## config.mk

```make
export PLATFORM = sky130hd
export DESIGN_NAME = status_record_and_reply_framer
export DESIGN_NICKNAME = d
export VERILOG_FILES = /design/src/logic/frame_pkg.sv /design/src/logic/status_record_and_reply_framer.sv /design/src/logic/record_byte_source.sv
export SDC_FILE = /design/constraint.sdc
export NUM_CORES = 2
export LEC_CHECK = 0
export BUFFER_PORTS_ARGS = -buffer_cell sky130_fd_sc_hd__buf_2
export CORE_AREA = 4 4 439 441
export CTS_CLUSTER_SIZE = 24
export DETAILED_ROUTE_END_ITERATION = 16
export DIE_AREA = 0 0 443 445
export GPL_ROUTABILITY_DRIVEN = 1
export PLACE_DENSITY_LB_ADDON = 0.2
export RECOVER_POWER = 50
export SLEW_MARGIN = 10
export SYNTH_ARGS = -nofsm -noshare
export SYNTH_HDL_FRONTEND = slang
export SYNTH_SLANG_ARGS = --single-unit
```

## constraint.sdc

```tcl
create_clock -name pclk -period 39 [get_ports pclk]
set_clock_uncertainty 0.15 [all_clocks]
set_input_delay 5.85 -clock pclk [delete_from_list [all_inputs] [get_ports pclk]]
set_output_delay 5.85 -clock pclk [all_outputs]
set_load 0.02 [all_outputs]
```

## src/logic/frame_pkg.sv

```systemverilog
package frame_pkg;

	// apb register map
	localparam int APB_AW = 12;
	localparam logic [APB_AW-1:0] REG_CTRL = 12'h000;
	localparam logic [APB_AW-1:0] REG_STATUS = 12'h004;
	localparam logic [APB_AW-1:0] REG_COUNT = 12'h008;
	localparam logic [APB_AW-1:0] REG_GEOMETRY = 12'h00C;
	localparam logic [10:0] CTRL_MASK_RESET = 11'h7FF;
	localparam int CTRL_ECHO_BIT = 16;
	localparam logic CTRL_ECHO_RESET = 1'b0;
	localparam int STAT_BUSY_BIT = 0;
	localparam int STAT_ECHO_BIT = 1;
	localparam int STAT_OK_BIT = 2;

	// record header layout
	localparam int HDR_BYTES = 4;
	localparam int HDR_MARK_BIT = 15;
	localparam int HDR_S_BIT = 8;
	localparam int HDR_T_BIT = 9;
	localparam int HDR_I_BIT = 10;
	localparam int NUM_BLOCKS = 11;

	// axis count and block sizes in bytes
	localparam int AXIS_MAX = 8;
	localparam int GEN_BYTES = 2;
	localparam int PLANE_BYTES = 8;
	localparam int AXIS_BYTES = 14;
	localparam int GEO_BYTES = 4;

	// general status bit positions
	localparam int GS_RUN_BIT = 7;
	localparam int GS_WAIT_BIT = 2;
	localparam int GS_TRACE_BIT = 1;
	localparam int GS_ECHO_BIT = 0;

	// velocity and torque scaling
	localparam int VEL_SCALE_SHIFT = 6;
	localparam logic signed [17:0] TORQUE_MAX = 18'sh07FFF;
	localparam logic signed [17:0] TORQUE_MIN = 18'sh38001;

	// ascii characters
	localparam logic [7:0] CH_CR = 8'h0D;
	localparam logic [7:0] CH_LF = 8'h0A;
	localparam logic [7:0] CH_SEMI = 8'h3B;
	localparam logic [7:0] CH_SPACE = 8'h20;
	localparam logic [7:0] CH_COLON = 8'h3A;
	localparam logic [7:0] CH_QMARK = 8'h3F;
	localparam logic [7:0] CH_0 = 8'h30;
	localparam logic [7:0] CH_1 = 8'h31;
	localparam logic [7:0] CH_E = 8'h45;
	localparam logic [7:0] CH_O = 8'h4F;
	localparam logic [7:0] CH_Q = 8'h51;
	localparam logic [7:0] CH_R = 8'h52;
	localparam logic [7:0] CH_Z = 8'h5A;

	// command decode time
	localparam int CLK_PERIOD_NS = 4;
	localparam int DECODE_TIME_NS = 500000;
	localparam int DECODE_CYCLES_DEF = DECODE_TIME_NS / CLK_PERIOD_NS;

	typedef enum logic [1:0] {CMD_BAD, CMD_RECORD, CMD_GEOMETRY, CMD_ECHO} cmd_kind_t;

	// general controller state
	typedef struct packed {
		logic program_running;
		logic waiting_input;
		logic trace_on;
		logic [7:0] error_code;
	} gen_in_t;

	// coordinated plane state
	typedef struct packed {
		logic [15:0] seg_count;
		logic move_busy;
		logic slewing;
		logic stopping;
		logic final_decel;
		logic signed [31:0] distance;
	} plane_in_t;

	// per-axis state
	typedef struct packed {
		logic move_busy;
		logic abs_or_rel;
		logic abs_only;
		logic find_edge;
		logic home_busy;
		logic home_ph1_done;
		logic home_ph2_done;
		logic coord_mode;
		logic neg_dir;
		logic contour;
		logic slewing;
		logic stopping;
		logic final_decel;
		logic latch_armed;
		logic oe_armed;
		logic motor_off;
		logic latch_seen;
		logic latch_level;
		logic fwd_limit;
		logic rev_limit;
		logic home_level;
		logic stepper_jumper;
		logic [7:0] stopcode;
		logic signed [31:0] motor_pos;
		logic signed [31:0] vel_report;
		logic signed [17:0] torque_raw;
	} axis_in_t;

endpackage : frame_pkg

```

## src/logic/status_record_and_reply_framer.sv

```systemverilog
`timescale 1ns/1ps
module status_record_and_reply_framer #(
	parameter int unsigned NUM_AXES = frame_pkg::AXIS_MAX,
	parameter int unsigned DECODE_CYCLES = frame_pkg::DECODE_CYCLES_DEF
)(
	// clock and reset
	input logic pclk,
	input logic presetn,
	// apb slave
	input logic psel,
	input logic penable,
	input logic pwrite,
	input logic [frame_pkg::APB_AW-1:0] paddr,
	input logic [31:0] pwdata,
	input logic [3:0] pstrb,
	output logic [31:0] prdata,
	output logic pready,
	output logic pslverr,
	// controller state
	input frame_pkg::gen_in_t gen_in,
	input frame_pkg::plane_in_t [1:0] plane_in,
	input frame_pkg::axis_in_t [frame_pkg::AXIS_MAX-1:0] axis_in,
	// command bytes from host
	input logic rx_valid,
	input logic [7:0] rx_data,
	input logic rx_port,
	output logic rx_ready,
	// reply bytes to host
	output logic tx_valid,
	output logic [7:0] tx_data,
	output logic tx_port,
	input logic tx_ready
);
	import frame_pkg::*;

	typedef enum logic [2:0] {ST_RX, ST_ECHO, ST_DECODE, ST_DATA, ST_CR, ST_LF,
		ST_PROMPT} fsm_state_t;

	// recognise the three supported commands, all else is refused
	function automatic cmd_kind_t classify(input logic [7:0] c0, input logic [7:0] c1,
		input logic [7:0] a, input logic [1:0] nc, input logic [1:0] na);
		cmd_kind_t k;
		k = CMD_BAD;
		if (nc == 2'h2)
		begin
			if (c0 == CH_Q && c1 == CH_R && na == 2'h0)
				k = CMD_RECORD;
			else if (c0 == CH_Q && c1 == CH_Z && na == 2'h0)
				k = CMD_GEOMETRY;
			else if (c0 == CH_E && c1 == CH_O && na == 2'h1 && (a == CH_0 || a == CH_1))
				k = CMD_ECHO;
		end
		return k;
	endfunction : classify

	fsm_state_t state_q, state_d;
	cmd_kind_t kind_q, kind_w, kind_d;
	logic [7:0] cmd0_q, cmd1_q, arg_q;
	logic [1:0] nchar_q, narg_q;
	logic term_q, port_q, echo_q, last_ok_q;
	logic [31:0] cnt_q;
	logic [15:0] idx_q, idx_d;
	logic [15:0] acc_q, rej_q;
	logic [10:0] mask_q, present_w, present_q;
	gen_in_t gen_q;
	plane_in_t [1:0] planes_q;
	axis_in_t [AXIS_MAX-1:0] axes_q;
	logic [7:0] rec_byte;
	logic [15:0] rec_len;
	logic tx_valid_q, rx_ready_q, tx_port_q;
	logic [7:0] tx_data_q;
	logic [31:0] prdata_q;
	logic pready_q, pslverr_q;

	// stream handshakes and character classes
	wire rx_fire = rx_valid & rx_ready_q;
	wire tx_fire = tx_valid_q & tx_ready;
	wire is_term = (rx_data == CH_CR) || (rx_data == CH_SEMI);
	wire is_space = rx_data == CH_SPACE;
	wire decode_done = (state_q == ST_DECODE) && (cnt_q == 32'h0);
	wire [15:0] data_last = (kind_d == CMD_RECORD) ? rec_len - 16'h1 : 16'(GEO_BYTES - 1);
	wire [31:0] geo_word = {8'(AXIS_BYTES), 8'(PLANE_BYTES), 8'(GEN_BYTES), 8'(NUM_AXES)};
	wire [10:0] axis_exist = 11'((12'h001 << NUM_AXES) - 12'h001);

	// block presence: software mask, axes limited to those fitted
	assign present_w = mask_q & (axis_exist | 11'h700);
	assign kind_w = classify(cmd0_q, cmd1_q, arg_q, nchar_q, narg_q);
	assign kind_d = (state_q == ST_DECODE) ? kind_w : kind_q;
	// record byte selection from the snapshot
	record_byte_source u_record (
		.gen(gen_q),
		.planes(planes_q),
		.axes(axes_q),
		.present(present_q),
		.echo_on(echo_q),
		.index(idx_d),
		.rec_byte(rec_byte),
		.rec_len(rec_len)
	);
	// reply sequencer: echo, decode wait, data, cr, lf, prompt
	always_comb
	begin
		state_d = state_q;
		idx_d = idx_q;
		case (state_q)
			ST_RX:
				if (rx_fire && echo_q)
					state_d = ST_ECHO;
				else if (rx_fire && is_term)
					state_d = ST_DECODE;
			ST_ECHO:
				if (tx_fire)
					state_d = term_q ? ST_DECODE : ST_RX;
			ST_DECODE:
				if (decode_done)
				begin
					idx_d = 16'h0000;
					if (kind_w == CMD_RECORD || kind_w == CMD_GEOMETRY)
						state_d = ST_DATA;
					else
						state_d = ST_PROMPT;
				end
			ST_DATA:
				if (tx_fire)
				begin
					if (idx_q == data_last)
						state_d = ST_CR;
					else
						idx_d = idx_q + 16'h1;
				end
			ST_CR:
				if (tx_fire)
					state_d = ST_LF;
			ST_LF:
				if (tx_fire)
					state_d = ST_PROMPT;
			ST_PROMPT:
				if (tx_fire)
					state_d = ST_RX;
			default:
				state_d = ST_RX;
		endcase
	end
	// byte that the next state puts on the reply stream
	logic [7:0] byte_d;
	logic send_d;
	always_comb
	begin
		byte_d = tx_data_q;
		send_d = 1'b1;
		case (state_d)
			ST_ECHO:
				byte_d = (state_q == ST_RX) ? rx_data : tx_data_q;
			ST_DATA:
				byte_d = (kind_d == CMD_RECORD) ? rec_byte : geo_word[8*idx_d[1:0] +: 8];
			ST_CR:
				byte_d = CH_CR;
			ST_LF:
				byte_d = CH_LF;
			ST_PROMPT:
				byte_d = (kind_d == CMD_BAD) ? CH_QMARK : CH_COLON;
			default:
				send_d = 1'b0;
		endcase
	end

	// state, reply stream and receive ready
	always_ff @(posedge pclk or negedge presetn)
	begin
		if (!presetn)
		begin
			state_q <= ST_RX;
			idx_q <= 16'h0000;
			tx_valid_q <= 1'b0;
			tx_data_q <= 8'h00;
			tx_port_q <= 1'b0;
			rx_ready_q <= 1'b0;
		end
		else
		begin
			state_q <= state_d;
			idx_q <= idx_d;
			tx_valid_q <= send_d;
			tx_data_q <= byte_d;
			tx_port_q <= rx_fire ? rx_port : port_q;
			rx_ready_q <= state_d == ST_RX;
		end
	end

	// command parsing: two letters, then one argument character
	always_ff @(posedge pclk or negedge presetn)
	begin
		if (!presetn)
		begin
			cmd0_q <= 8'h00;
			cmd1_q <= 8'h00;
			arg_q <= 8'h00;
			nchar_q <= 2'h0;
			narg_q <= 2'h0;
			term_q <= 1'b0;
			port_q <= 1'b0;
		end
		else if (rx_fire)
		begin
			term_q <= is_term;
			port_q <= rx_port;
			if (!is_term && !is_space)
			begin
				if (nchar_q == 2'h0)
					cmd0_q <= rx_data;
				else if (nchar_q == 2'h1)
					cmd1_q <= rx_data;
				else if (narg_q == 2'h0)
					arg_q <= rx_data;
				if (nchar_q != 2'h2)
					nchar_q <= nchar_q + 2'h1;
				else if (narg_q != 2'h2)
					narg_q <= narg_q + 2'h1;
			end
		end
		else if (decode_done)
		begin
			nchar_q <= 2'h0;
			narg_q <= 2'h0;
		end
	end

	// decode wait counter, started by the terminator
	always_ff @(posedge pclk or negedge presetn)
	begin
		if (!presetn)
			cnt_q <= 32'h0;
		else if (rx_fire && is_term)
			cnt_q <= 32'(DECODE_CYCLES - 1);
		else if (state_q == ST_DECODE && cnt_q != 32'h0)
			cnt_q <= cnt_q - 32'h1;
	end

	// freeze the controller state when a command ends
	always_ff @(posedge pclk or negedge presetn)
	begin
		if (!presetn)
		begin
			gen_q <= '0;
			planes_q <= '0;
			axes_q <= '0;
			present_q <= 11'h000;
		end
		else if (rx_fire && is_term)
		begin
			gen_q <= gen_in;
			planes_q <= plane_in;
			axes_q <= axis_in;
			present_q <= present_w;
		end
	end

	// decode outcome and command counters
	always_ff @(posedge pclk or negedge presetn)
	begin
		if (!presetn)
		begin
			kind_q <= CMD_BAD;
			last_ok_q <= 1'b0;
			acc_q <= 16'h0000;
			rej_q <= 16'h0000;
		end
		else if (decode_done)
		begin
			kind_q <= kind_w;
			last_ok_q <= kind_w != CMD_BAD;
			if (kind_w == CMD_BAD)
				rej_q <= rej_q + 16'h1;
			else
				acc_q <= acc_q + 16'h1;
		end
	end
	// apb decode: one wait-free access phase after each setup
	wire apb_setup = psel & ~penable;
	wire apb_access = psel & penable & pready_q;
	wire hit_ctrl = paddr == REG_CTRL;
	wire hit_any = hit_ctrl || paddr == REG_STATUS || paddr == REG_COUNT || paddr == REG_GEOMETRY;
	wire wr_ctrl = apb_access & pwrite & hit_ctrl;
	wire [31:0] ctrl_rd = 32'({echo_q, 5'h00, mask_q}) & 32'h0001_07FF;
	wire [31:0] stat_rd = 32'({last_ok_q, echo_q, state_q != ST_RX});
	wire [31:0] rd_mux = hit_ctrl ? ctrl_rd :
		(paddr == REG_STATUS) ? stat_rd :
		(paddr == REG_COUNT) ? {rej_q, acc_q} :
		(paddr == REG_GEOMETRY) ? geo_word : 32'h0000_0000;

	// apb answer registers
	always_ff @(posedge pclk or negedge presetn)
	begin
		if (!presetn)
		begin
			pready_q <= 1'b0;
			prdata_q <= 32'h0000_0000;
			pslverr_q <= 1'b0;
		end
		else
		begin
			pready_q <= apb_setup;
			prdata_q <= (apb_setup && !pwrite) ? rd_mux : 32'h0000_0000;
			pslverr_q <= apb_setup & ~hit_any;
		end
	end

	// control register; echo command overrides a same-cycle write
	always_ff @(posedge pclk or negedge presetn)
	begin
		if (!presetn)
		begin
			mask_q <= CTRL_MASK_RESET;
			echo_q <= CTRL_ECHO_RESET;
		end
		else
		begin
			if (wr_ctrl && pstrb[0])
				mask_q[7:0] <= pwdata[7:0];
			if (wr_ctrl && pstrb[1])
				mask_q[10:8] <= pwdata[10:8];
			if (decode_done && kind_w == CMD_ECHO)
				echo_q <= arg_q == CH_1;
			else if (wr_ctrl && pstrb[2])
				echo_q <= pwdata[CTRL_ECHO_BIT];
		end
	end

	// outputs straight from flip-flops
	assign prdata = prdata_q;
	assign pready = pready_q;
	assign pslverr = pslverr_q;
	assign rx_ready = rx_ready_q;
	assign tx_valid = tx_valid_q;
	assign tx_data = tx_data_q;
	assign tx_port = tx_port_q;

endmodule : status_record_and_reply_framer

```

## src/logic/record_byte_source.sv

```systemverilog
`timescale 1ns/1ps
module record_byte_source (
	// snapshot of controller state
	input frame_pkg::gen_in_t gen,
	input frame_pkg::plane_in_t [1:0] planes,
	input frame_pkg::axis_in_t [frame_pkg::AXIS_MAX-1:0] axes,
	input logic [10:0] present,
	input logic echo_on,
	// byte select
	input logic [15:0] index,
	output logic [7:0] rec_byte,
	output logic [15:0] rec_len
);
	import frame_pkg::*;

	localparam int BLK_W = AXIS_BYTES * 8;

	// clip raw torque to the symmetric range
	function automatic logic [15:0] torque_clip(input logic signed [17:0] t);
		logic [15:0] r;
		r = t[15:0];
		if (t > TORQUE_MAX)
			r = TORQUE_MAX[15:0];
		else if (t < TORQUE_MIN)
			r = TORQUE_MIN[15:0];
		return r;
	endfunction : torque_clip

	// header presence bit that belongs to block k
	function automatic int pres_bit(input int k);
		int b;
		b = k - 3;
		if (k == 0)
			b = HDR_I_BIT;
		else if (k == 1)
			b = HDR_S_BIT;
		else if (k == 2)
			b = HDR_T_BIT;
		return b;
	endfunction : pres_bit

	logic [BLK_W-1:0] blk [NUM_BLOCKS];
	logic [7:0] blk_size [NUM_BLOCKS];
	logic [7:0] gen_status;
	logic [15:0] hdr_word;
	logic [31:0] hdr_bytes;

	// general block: error code then status byte
	always_comb
	begin
		gen_status = 8'h00;
		gen_status[GS_RUN_BIT] = gen.program_running;
		gen_status[GS_WAIT_BIT] = gen.waiting_input;
		gen_status[GS_TRACE_BIT] = gen.trace_on;
		gen_status[GS_ECHO_BIT] = echo_on;
	end

	assign blk[0] = BLK_W'({gen_status, gen.error_code});
	assign blk_size[0] = 8'(GEN_BYTES);

	// plane blocks: segment count, status, distance, all little endian
	genvar p;
	generate
		for (p = 0; p < 2; p++)
		begin : g_plane
			logic [15:0] pst;
			assign pst = {planes[p].move_busy, 7'h00, 2'h0, planes[p].slewing,
				planes[p].stopping, planes[p].final_decel, 3'h0};
			assign blk[1+p] = BLK_W'({planes[p].distance, pst, planes[p].seg_count});
			assign blk_size[1+p] = 8'(PLANE_BYTES);
		end
	endgenerate

	// axis blocks: status, switches, stopcode, position, velocity, torque
	genvar a;
	generate
		for (a = 0; a < AXIS_MAX; a++)
		begin : g_axis
			logic [15:0] ast;
			logic [7:0] sw;
			logic [31:0] vel;
			assign ast = {axes[a].move_busy, axes[a].abs_or_rel, axes[a].abs_only,
				axes[a].find_edge, axes[a].home_busy, axes[a].home_ph1_done,
				axes[a].home_ph2_done, axes[a].coord_mode,
				axes[a].neg_dir, axes[a].contour, axes[a].slewing, axes[a].stopping,
				axes[a].final_decel, axes[a].latch_armed, axes[a].oe_armed,
				axes[a].motor_off};
			assign sw = {axes[a].latch_seen, axes[a].latch_level, 2'h0,
				axes[a].fwd_limit, axes[a].rev_limit,
				axes[a].home_level,
				axes[a].stepper_jumper};
			assign vel = axes[a].vel_report <<< VEL_SCALE_SHIFT;
			assign blk[3+a] = {torque_clip(axes[a].torque_raw), vel, axes[a].motor_pos,
				axes[a].stopcode, sw, ast};
			assign blk_size[3+a] = 8'(AXIS_BYTES);
		end
	endgenerate

	// header: presence word then length, each low byte first
	assign hdr_word = {1'b1, 4'h0, present};
	assign hdr_bytes = {rec_len[15:8], rec_len[7:0], hdr_word[15:8], hdr_word[7:0]};

	// total length: header plus every present block, kept apart from the byte walk
	always_comb
	begin
		rec_len = 16'(HDR_BYTES);
		for (int k = 0; k < NUM_BLOCKS; k++)
			if (present[pres_bit(k)])
				rec_len = rec_len + 16'(blk_size[k]);
	end

	// walk the present blocks to find the selected byte
	always_comb
	begin
		logic [15:0] base;
		logic [15:0] off;
		base = 16'(HDR_BYTES);
		off = 16'h0000;
		rec_byte = 8'h00;
		if (index < 16'(HDR_BYTES))
			rec_byte = hdr_bytes[8*index[1:0] +: 8];
		for (int k = 0; k < NUM_BLOCKS; k++)
		begin
			if (present[pres_bit(k)])
			begin
				off = index - base;
				if (index >= base && off < 16'(blk_size[k]))
					rec_byte = blk[k][8*off[3:0] +: 8];
				base = base + 16'(blk_size[k]);
			end
		end
	end

endmodule : record_byte_source

```

# Word level (Yosys, flattened, before mapping)
# Index checks and enable logic that the tools add are counted.
[totals]
reg_bits = 1146
latch_bits = 0
n_memories = 0
out_inout_bits = 45
inputBits = 1075
romBits = 0
elab_cells = 535
ram_bits = 0
[classes]
muxes = 94
shifts = 13
n_reduce_logical = 61
add_sub_neg = 28
n_lt_le_gt_ge = 39
bitwise_logic = 13
eq_ne = 39
mul = 0
n_div = 0
[op_table]
columns = ["op", "n"]
rows = [
  ["112-bit by 8-bit indexed part select with 8-bit output", 11],
  ["16-bit two-way mux", 29],
  ["8-bit two-way mux", 25],
  ["32-bit two-way mux", 6],
  ["16-bit by 4-bit < comparator with 1-bit output, second input constant", 10],
  ["16-bit by 4-bit adder with 16-bit output, second input constant", 9],
  ["16-bit >= comparator", 9],
  ["18-bit by 16-bit greater-than comparator with 1-bit output, second input constant", 8],
  ["18-bit by 16-bit < comparator with 1-bit output, second input constant", 8],
  ["16-bit subtractor", 9],
  ["16-bit by 1-bit adder with 16-bit output, second input constant", 3],
  ["8-bit by 7-bit == test with 1-bit output, second input constant", 5],
  ["8-bit one-hot mux with 5 select lines", 1],
  ["3-bit two-way mux", 11],
  ["8-bit by 6-bit == test with 1-bit output, second input constant", 4],
  ["32-bit logical NOT", 1],
  ["16-bit one-hot mux with 2 select lines", 1],
  ["32-bit nonzero test", 1],
  ["32-bit by 6-bit indexed part select with 8-bit output", 1],
  ["32-bit by 6-bit indexed part select with 8-bit output, first input constant", 1],
  ["32-bit by 1-bit subtractor with 32-bit output, second input constant", 1],
  ["2-bit two-way mux", 15],
  ["1-bit logical AND", 28],
  ["28-bit two-way mux", 1],
  ["other kinds (38)", 89],
]

# Longest topological paths before layout
[logic_depth]
depth_word = 54
depth_mapped = 59
depth_no_buf = 56

# By module
# Synthesis repeated with hierarchy kept, for this count alone.
[hier_totals]
hier_cells = 7105
area_unflattened_um2 = 61610.3
[modules_own_cells]
columns = ["mod", "area_each_um2", "cells_each", "n_inst", "seq_area_each_um2"]
rows = [
  ["status_record_and_reply_framer", 47023.8, 5239, 1, 29892.4],
  ["record_byte_source", 14586.5, 1866, 1, 0.0],
]

# Worst setup path after synthesis
# No wires, ideal clock.
[synth_timing]
kind = "register to register"
start = "register present_q[0]"
end = "register tx_data_q[3] (netlist: tx_data[3])"
n_path_buf = 4
setup_ns = 0.077
arrival_time_ns = 12.056
required_time_ns = 38.773
path_stages_with_launch = 60
slack_ns = 26.716
synth_period_minus_slack_ns = 12.284
cell_sequence = "dfrtp_1 > inv_1 > ha_1 > buf_2 > xnor2_2 > inv_1 > ha_1 > nand2_1 > o21ai_0 > ha_1 > nand2b_1 > and2_1 > ha_1 > and2_1 > a21o_1 > ha_1 > nor2_1 > nor2_1 > (+24 left out) > nand2b_1 > a21boi_0 > o21a_1 > o21ai_0 > nand2b_1 > a21oi_1 > nor2b_1 > nor2_1 > nor4b_1 > a31oi_1 > o21a_1 > or4_1 > buf_2 > nor4bb_1 > or3_1 > a211oi_1 > o21ai_1 > a21oi_1"
[synth_via]
elab_chain_cells = 48
word_cells_on_any_way = 115
classes_between = "add/sub (19); order compare (23); eq/ne (7); shift (13); mux (40); reduce/logical (13)"
[synth_rtl]
columns = ["item", "line_no", "rtl"]
rows = [
  ["start: declaration", "status_record_and_reply_framer.sv:64", "logic [10:0] mask_q, present_w, present_q;"],
  ["start signal: assignment", "status_record_and_reply_framer.sv:254", "present_q <= present_w;"],
  ["16-bit two-way mux", "record_byte_source.sv:108", "if (present[pres_bit(k)])"],
  ["16-bit by 4-bit adder with 16-bit output", "record_byte_source.sv:129", "base = base + 16'(blk_size[k]);"],
  ["16-bit two-way mux", "record_byte_source.sv:124", "if (present[pres_bit(k)])"],
  ["16-bit by 4-bit adder with 16-bit output", "record_byte_source.sv:129", ""],
  ["16-bit two-way mux", "record_byte_source.sv:124", ""],
  ["16-bit by 4-bit adder with 16-bit output", "record_byte_source.sv:129", ""],
  ["16-bit two-way mux", "record_byte_source.sv:124", ""],
  ["16-bit by 4-bit adder with 16-bit output", "record_byte_source.sv:129", ""],
  ["(+32 left out)", "-", ""],
  ["8-bit two-way mux", "record_byte_source.sv:127", "if (index >= base && off < 16'(blk_size[k]))"],
  ["8-bit two-way mux", "record_byte_source.sv:124", ""],
  ["8-bit two-way mux", "record_byte_source.sv:127", ""],
  ["8-bit two-way mux", "record_byte_source.sv:124", ""],
  ["8-bit two-way mux", "record_byte_source.sv:127", ""],
  ["8-bit two-way mux", "record_byte_source.sv:124", ""],
  ["8-bit two-way mux", "status_record_and_reply_framer.sv:155", "byte_d = (kind_d == CMD_RECORD) ? rec_byte : geo_word[8*idx_d[1:0] +: 8];"],
  ["8-bit one-hot mux with 5 select lines", "status_record_and_reply_framer.sv:151", "case (state_d)"],
  ["end signal: assignment", "status_record_and_reply_framer.sv:184", "tx_data_q <= byte_d;"],
  ["end: declaration", "status_record_and_reply_framer.sv:71", "logic [7:0] tx_data_q;"],
]
# Several ways; a longest one is shown, not always the timed one.
# A chain may end at the register's enable or synchronous reset.

# Final worst setup path
[layout_timing]
start = "input rx_data[1]"
end = "register axes_q[389] (netlist bit)"
[layout_via]
elab_chain_cells = 3
word_cells_on_any_way = 4
classes_between = "eq/ne (2); reduce/logical (2)"
[layout_rtl]
columns = ["item", "line_no", "rtl"]
rows = [
  ["start: declaration", "status_record_and_reply_framer.sv:25", "input logic [7:0] rx_data,"],
  ["8-bit by 4-bit == test with 1-bit output or 8-bit by 6-bit == test with 1-bit output (tied branches)", "status_record_and_reply_framer.sv:78", "wire is_term = (rx_data == CH_CR) || (rx_data == CH_SEMI);"],
  ["1-bit logical OR *", "status_record_and_reply_framer.sv:78", ""],
  ["1-bit logical AND *", "status_record_and_reply_framer.sv:249", "else if (rx_fire && is_term)"],
  ["end signal: assignment", "status_record_and_reply_framer.sv:253", "axes_q <= axis_in;"],
  ["end: declaration", "status_record_and_reply_framer.sv:67", "axis_in_t [AXIS_MAX-1:0] axes_q;"],
]
# Mark *: on every way between the ends. The rest lies on a longest branch, timed or not.

==> results.toml <==
[routing]
ant_nets = 0
dr.pass1.iters = 6
detail_route.wl_per_cell_um = 23.1
detailroute.wirelength.met2_mm = 116
top_signal_layer_used = "met5"
met3RoutedLength_mm = 12.2
initialDrtViolationCount = 3964
totalWireLength_mm = 244
met1Wirelength_mm = 104
route.vias.total = 53800
route.detailed.vias_per_inst = 5.10
drc = 0

[placement]
detailed_place_hpwl_mm = 183
placedInstanceArea_um2 = 67400
routabilityCongestion = 0.901
numPortBuffers = 1050

[clocking]
clk_root_buffer_cell = "sky130_fd_sc_hd__clkbuf_16"
post-cts-setup-buffers = 0
tritoncts.num_buffers = 141
tritoncts = "done"
holdBufCountCts = 0
cts_num_sinks = 1146
worstSkewPairLatency_ns = 0.79
cts.reportedPaths.clkPinSlew_ns = 0.06
post_cts_resized = 0
clockBufferDepth = 3
cts_htree_levels = 4

[timing]
hold-worst-slack_ns = 0.310
setup_repair_after_global_routing_missed_its_margin = "false"
pins_over_slew_limit = 1763
fin_crit_sh_pct = 47.1
timing.final.setup_violations = 0
worst_slew_margin_rel_pct = -498
maxClockFrequency_mhz = 54.5
finalSetupTns_ns = 0
worst-slew-pin-transition_ns = 8.98
min_period_ns = 18.36
hold_viol = 0

[global_routing]
number_of_antenna_violations_at_the_first_check_in_global_routing = 150
via_count_of_the_first_global_routing_pass = 53500
grt_max_degree = 200
globalRoute.totalOverflow = 0
grt_first_pass_wirelength_mm = 355
global_route.usage.total_pct = 24.0

[setup_path]
timing.critical_path.buf_inv = 4
worstSetupEndpointType = "flip-flop"
worst_ep_arrival_time_ns = 18.94
worst_setup_path_start_kind = "input port"
reg_to_reg_setup_timing_slack_ns = 24.00
worstPathRequired_ns = 39.58
worst-r2r-cell-count = 56
worst-path-max-fanout = 199
cp_slowest_cell = "sky130_fd_sc_hd__clkbuf_1"
crit_chain = "clkbuf_1, nor4b_1, a31oi_1, nor2_1, nand3_1, clkbuf_1, clkbuf_1, buf_4, nand2_1, nand2_1"
worst_setup_path_startpoint = "rx_data[1]"
worst_path_largest_cell_delay_ns = 6.19
worst_path_most_repeated_cell = "sky130_fd_sc_hd__clkbuf_1"
cp_num_cells = 10
critical-path-top-delay-family = "buffers and inverters"
critical_path_class = "input port to flip-flop"
reg_to_reg_startpoint = "present_q[0]"

[finish]
areaGrowthSynthToFinish_pct = 20.4
final_design_area_no_fill_um2 = 72000
finish.net_count = 9026
fillCellCount = 19700
drive_above_1_share_pct = 19.6

[synth]
async_flop_share_pct = 100
netlist_top_cells_area = "sky130_fd_sc_hd__dfrtp_1, sky130_fd_sc_hd__nand2_1, sky130_fd_sc_hd__mux4_2"
synth_area_leader = "sky130_fd_sc_hd__dfrtp_1"
synth-edff-count = 0
ys_seq_area_share_pct = 48.0
post_synth_top_area_share_pct = 47.5
most_common_cell_in_the_synthesized_netlist = "sky130_fd_sc_hd__nand2_1"
ys.warnings.count = 0
synth_commonest_cells = "sky130_fd_sc_hd__nand2_1, sky130_fd_sc_hd__dfrtp_1, sky130_fd_sc_hd__clkbuf_1, sky130_fd_sc_hd__nor2_1, sky130_fd_sc_hd__a21oi_1"
cell_area_after_synthesis_um2 = 59800
synthFlopType = "sky130_fd_sc_hd__dfrtp_1"
synth_area_per_cell_um2 = 8.60
syn_inst = 6955
synth_cell_type_count = 116
yosys_register_bits = 1146

[power]
clock_power_share_pct = 27.0
p_seq_share_pct = 28.1
design_power_total_mw = 4.89
comb_power_share_pct = 44.9
total_switching_power_mw = 2.06
peakVddDrop_mv = 0.109
leakage_nw = 37.3
p_int_mw = 2.83
power_density_over_the_cells_nw_per_um2 = 67.9
swShare_pct = 42.0

[outcome]
run_status = "complete, but fails checks"
violated_checks = "max-capacitance violations, max-slew violations"

[floorplan]
die_width_um = 443
ios = 1120
floorplan.initialDensity_pct = 31.6
number_of_standard_cell_rows_in_the_floorplan = 160
core_region_area_um2 = 189000
die_footprint_um2 = 197000
floorplan.die.height_um = 445

[run]
cap_violations = 24

[hold_path]
min_path_type = "flip-flop to flip-flop"
min-delay-start = "acc_q[15]"
hold-path-cell-count = 1
-- worst paths after layout --
| check | to |
|---|---|
| setup / recovery | axes_q[389] |
| min in group asynchronous | axes_q[851] |
| max in group asynchronous | axes_q[651] |
| hold reg to reg | acc_q[15] |
| setup reg to reg | tx_data[1] |
| hold / removal | acc_q[15] |
-- logic make-up after synthesis --
family | synth area share [%]
simple gates | 27.4
flops | 48.0
compound gates | 8.51
buf+inv | 3.49
mux | 8.31
xor+xnor | 2.32
fa+ha+maj | 2.03
other cells | 0.00627
-- through the flow --
stage | util (%) | setup WS, ns | instances
global route | 38.0 | 19.59 | 10500
CTS | 38.0 | 24.13 | 10500
detailed placement | 35.6 | 24.17 | 10200
global placement | 35.6 | 24.28 | 10200
finish | 38.1 | 20.64 | 10600
floorplan | - | 26.72 | 6966
-- cell usage in the layout (no fill, tap or decap), drive strengths merged, types with 26 or more instances in the layout --
cell type  Yosys  final
buf           65   1062
nand3         90     90
mux4         136    136
clkinv         6     26
a21oi        199    199
nand2       3244   3244
mux2          51     51
xor2          48     48
o21ai        175    175
mux2i        133    133
a21o          35     35
nand2b        37     37
and2          40     40
diode          0     85
a31oi         44     44
nor3          67     67
nor2b         29     29
inv          107    114
nor4          56     56
o211ai        46     46
ha            86     86
nand4         55     55
o22ai         38     38
or3           29     29
xnor2         92     92
nor2         221    221
dfrtp       1135   1135
clkbuf       322    284
-- power by group through the flow --
stage | Sequential (mW) | Combinational, mW | Clock (mW)
floorplan | 1.37 | 1.47 | 0
global placement | 1.39 | 2.17 | 0
detailed placement | 1.39 | 2.19 | 0
CTS | 1.37 | 2.20 | 1.35
global route | 1.39 | 2.37 | 1.40
finish | 1.37 | 2.20 | 1.32
-- area by class of cell --
type                            instances  area, µm²  area share [%]
Multi-Input combinational cell       5320      29100            40.5
Clock buffer                          210       4230            5.88
Antenna cell                           85        213           0.295
Tap cell                             2511       3140            4.36
Sequential cell                      1146      28700            39.9
Inverter                              113        453           0.629
Timing Repair Buffer                 1136       5780            8.03
Clock inverter                         34        353           0.490
-- registers in the layout (all words and copies together), names as in the netlist, 11 cells and up --
register,flops
acc_q,16
mask_q,11
rej_q,16
present_q,11
gen_q,11
prdata,32
axes_q,848
cnt_q,32
planes_q,104
idx_q,16
-- per-layer routing --
metal	GRT usage, %	vias to the layer above
met5	0	-
met4	11.4	26
met3	3.99	517
met2	38.9	1713
met1	31.5	26500
li1	-	25000
(Power assumes the default switching activity.)
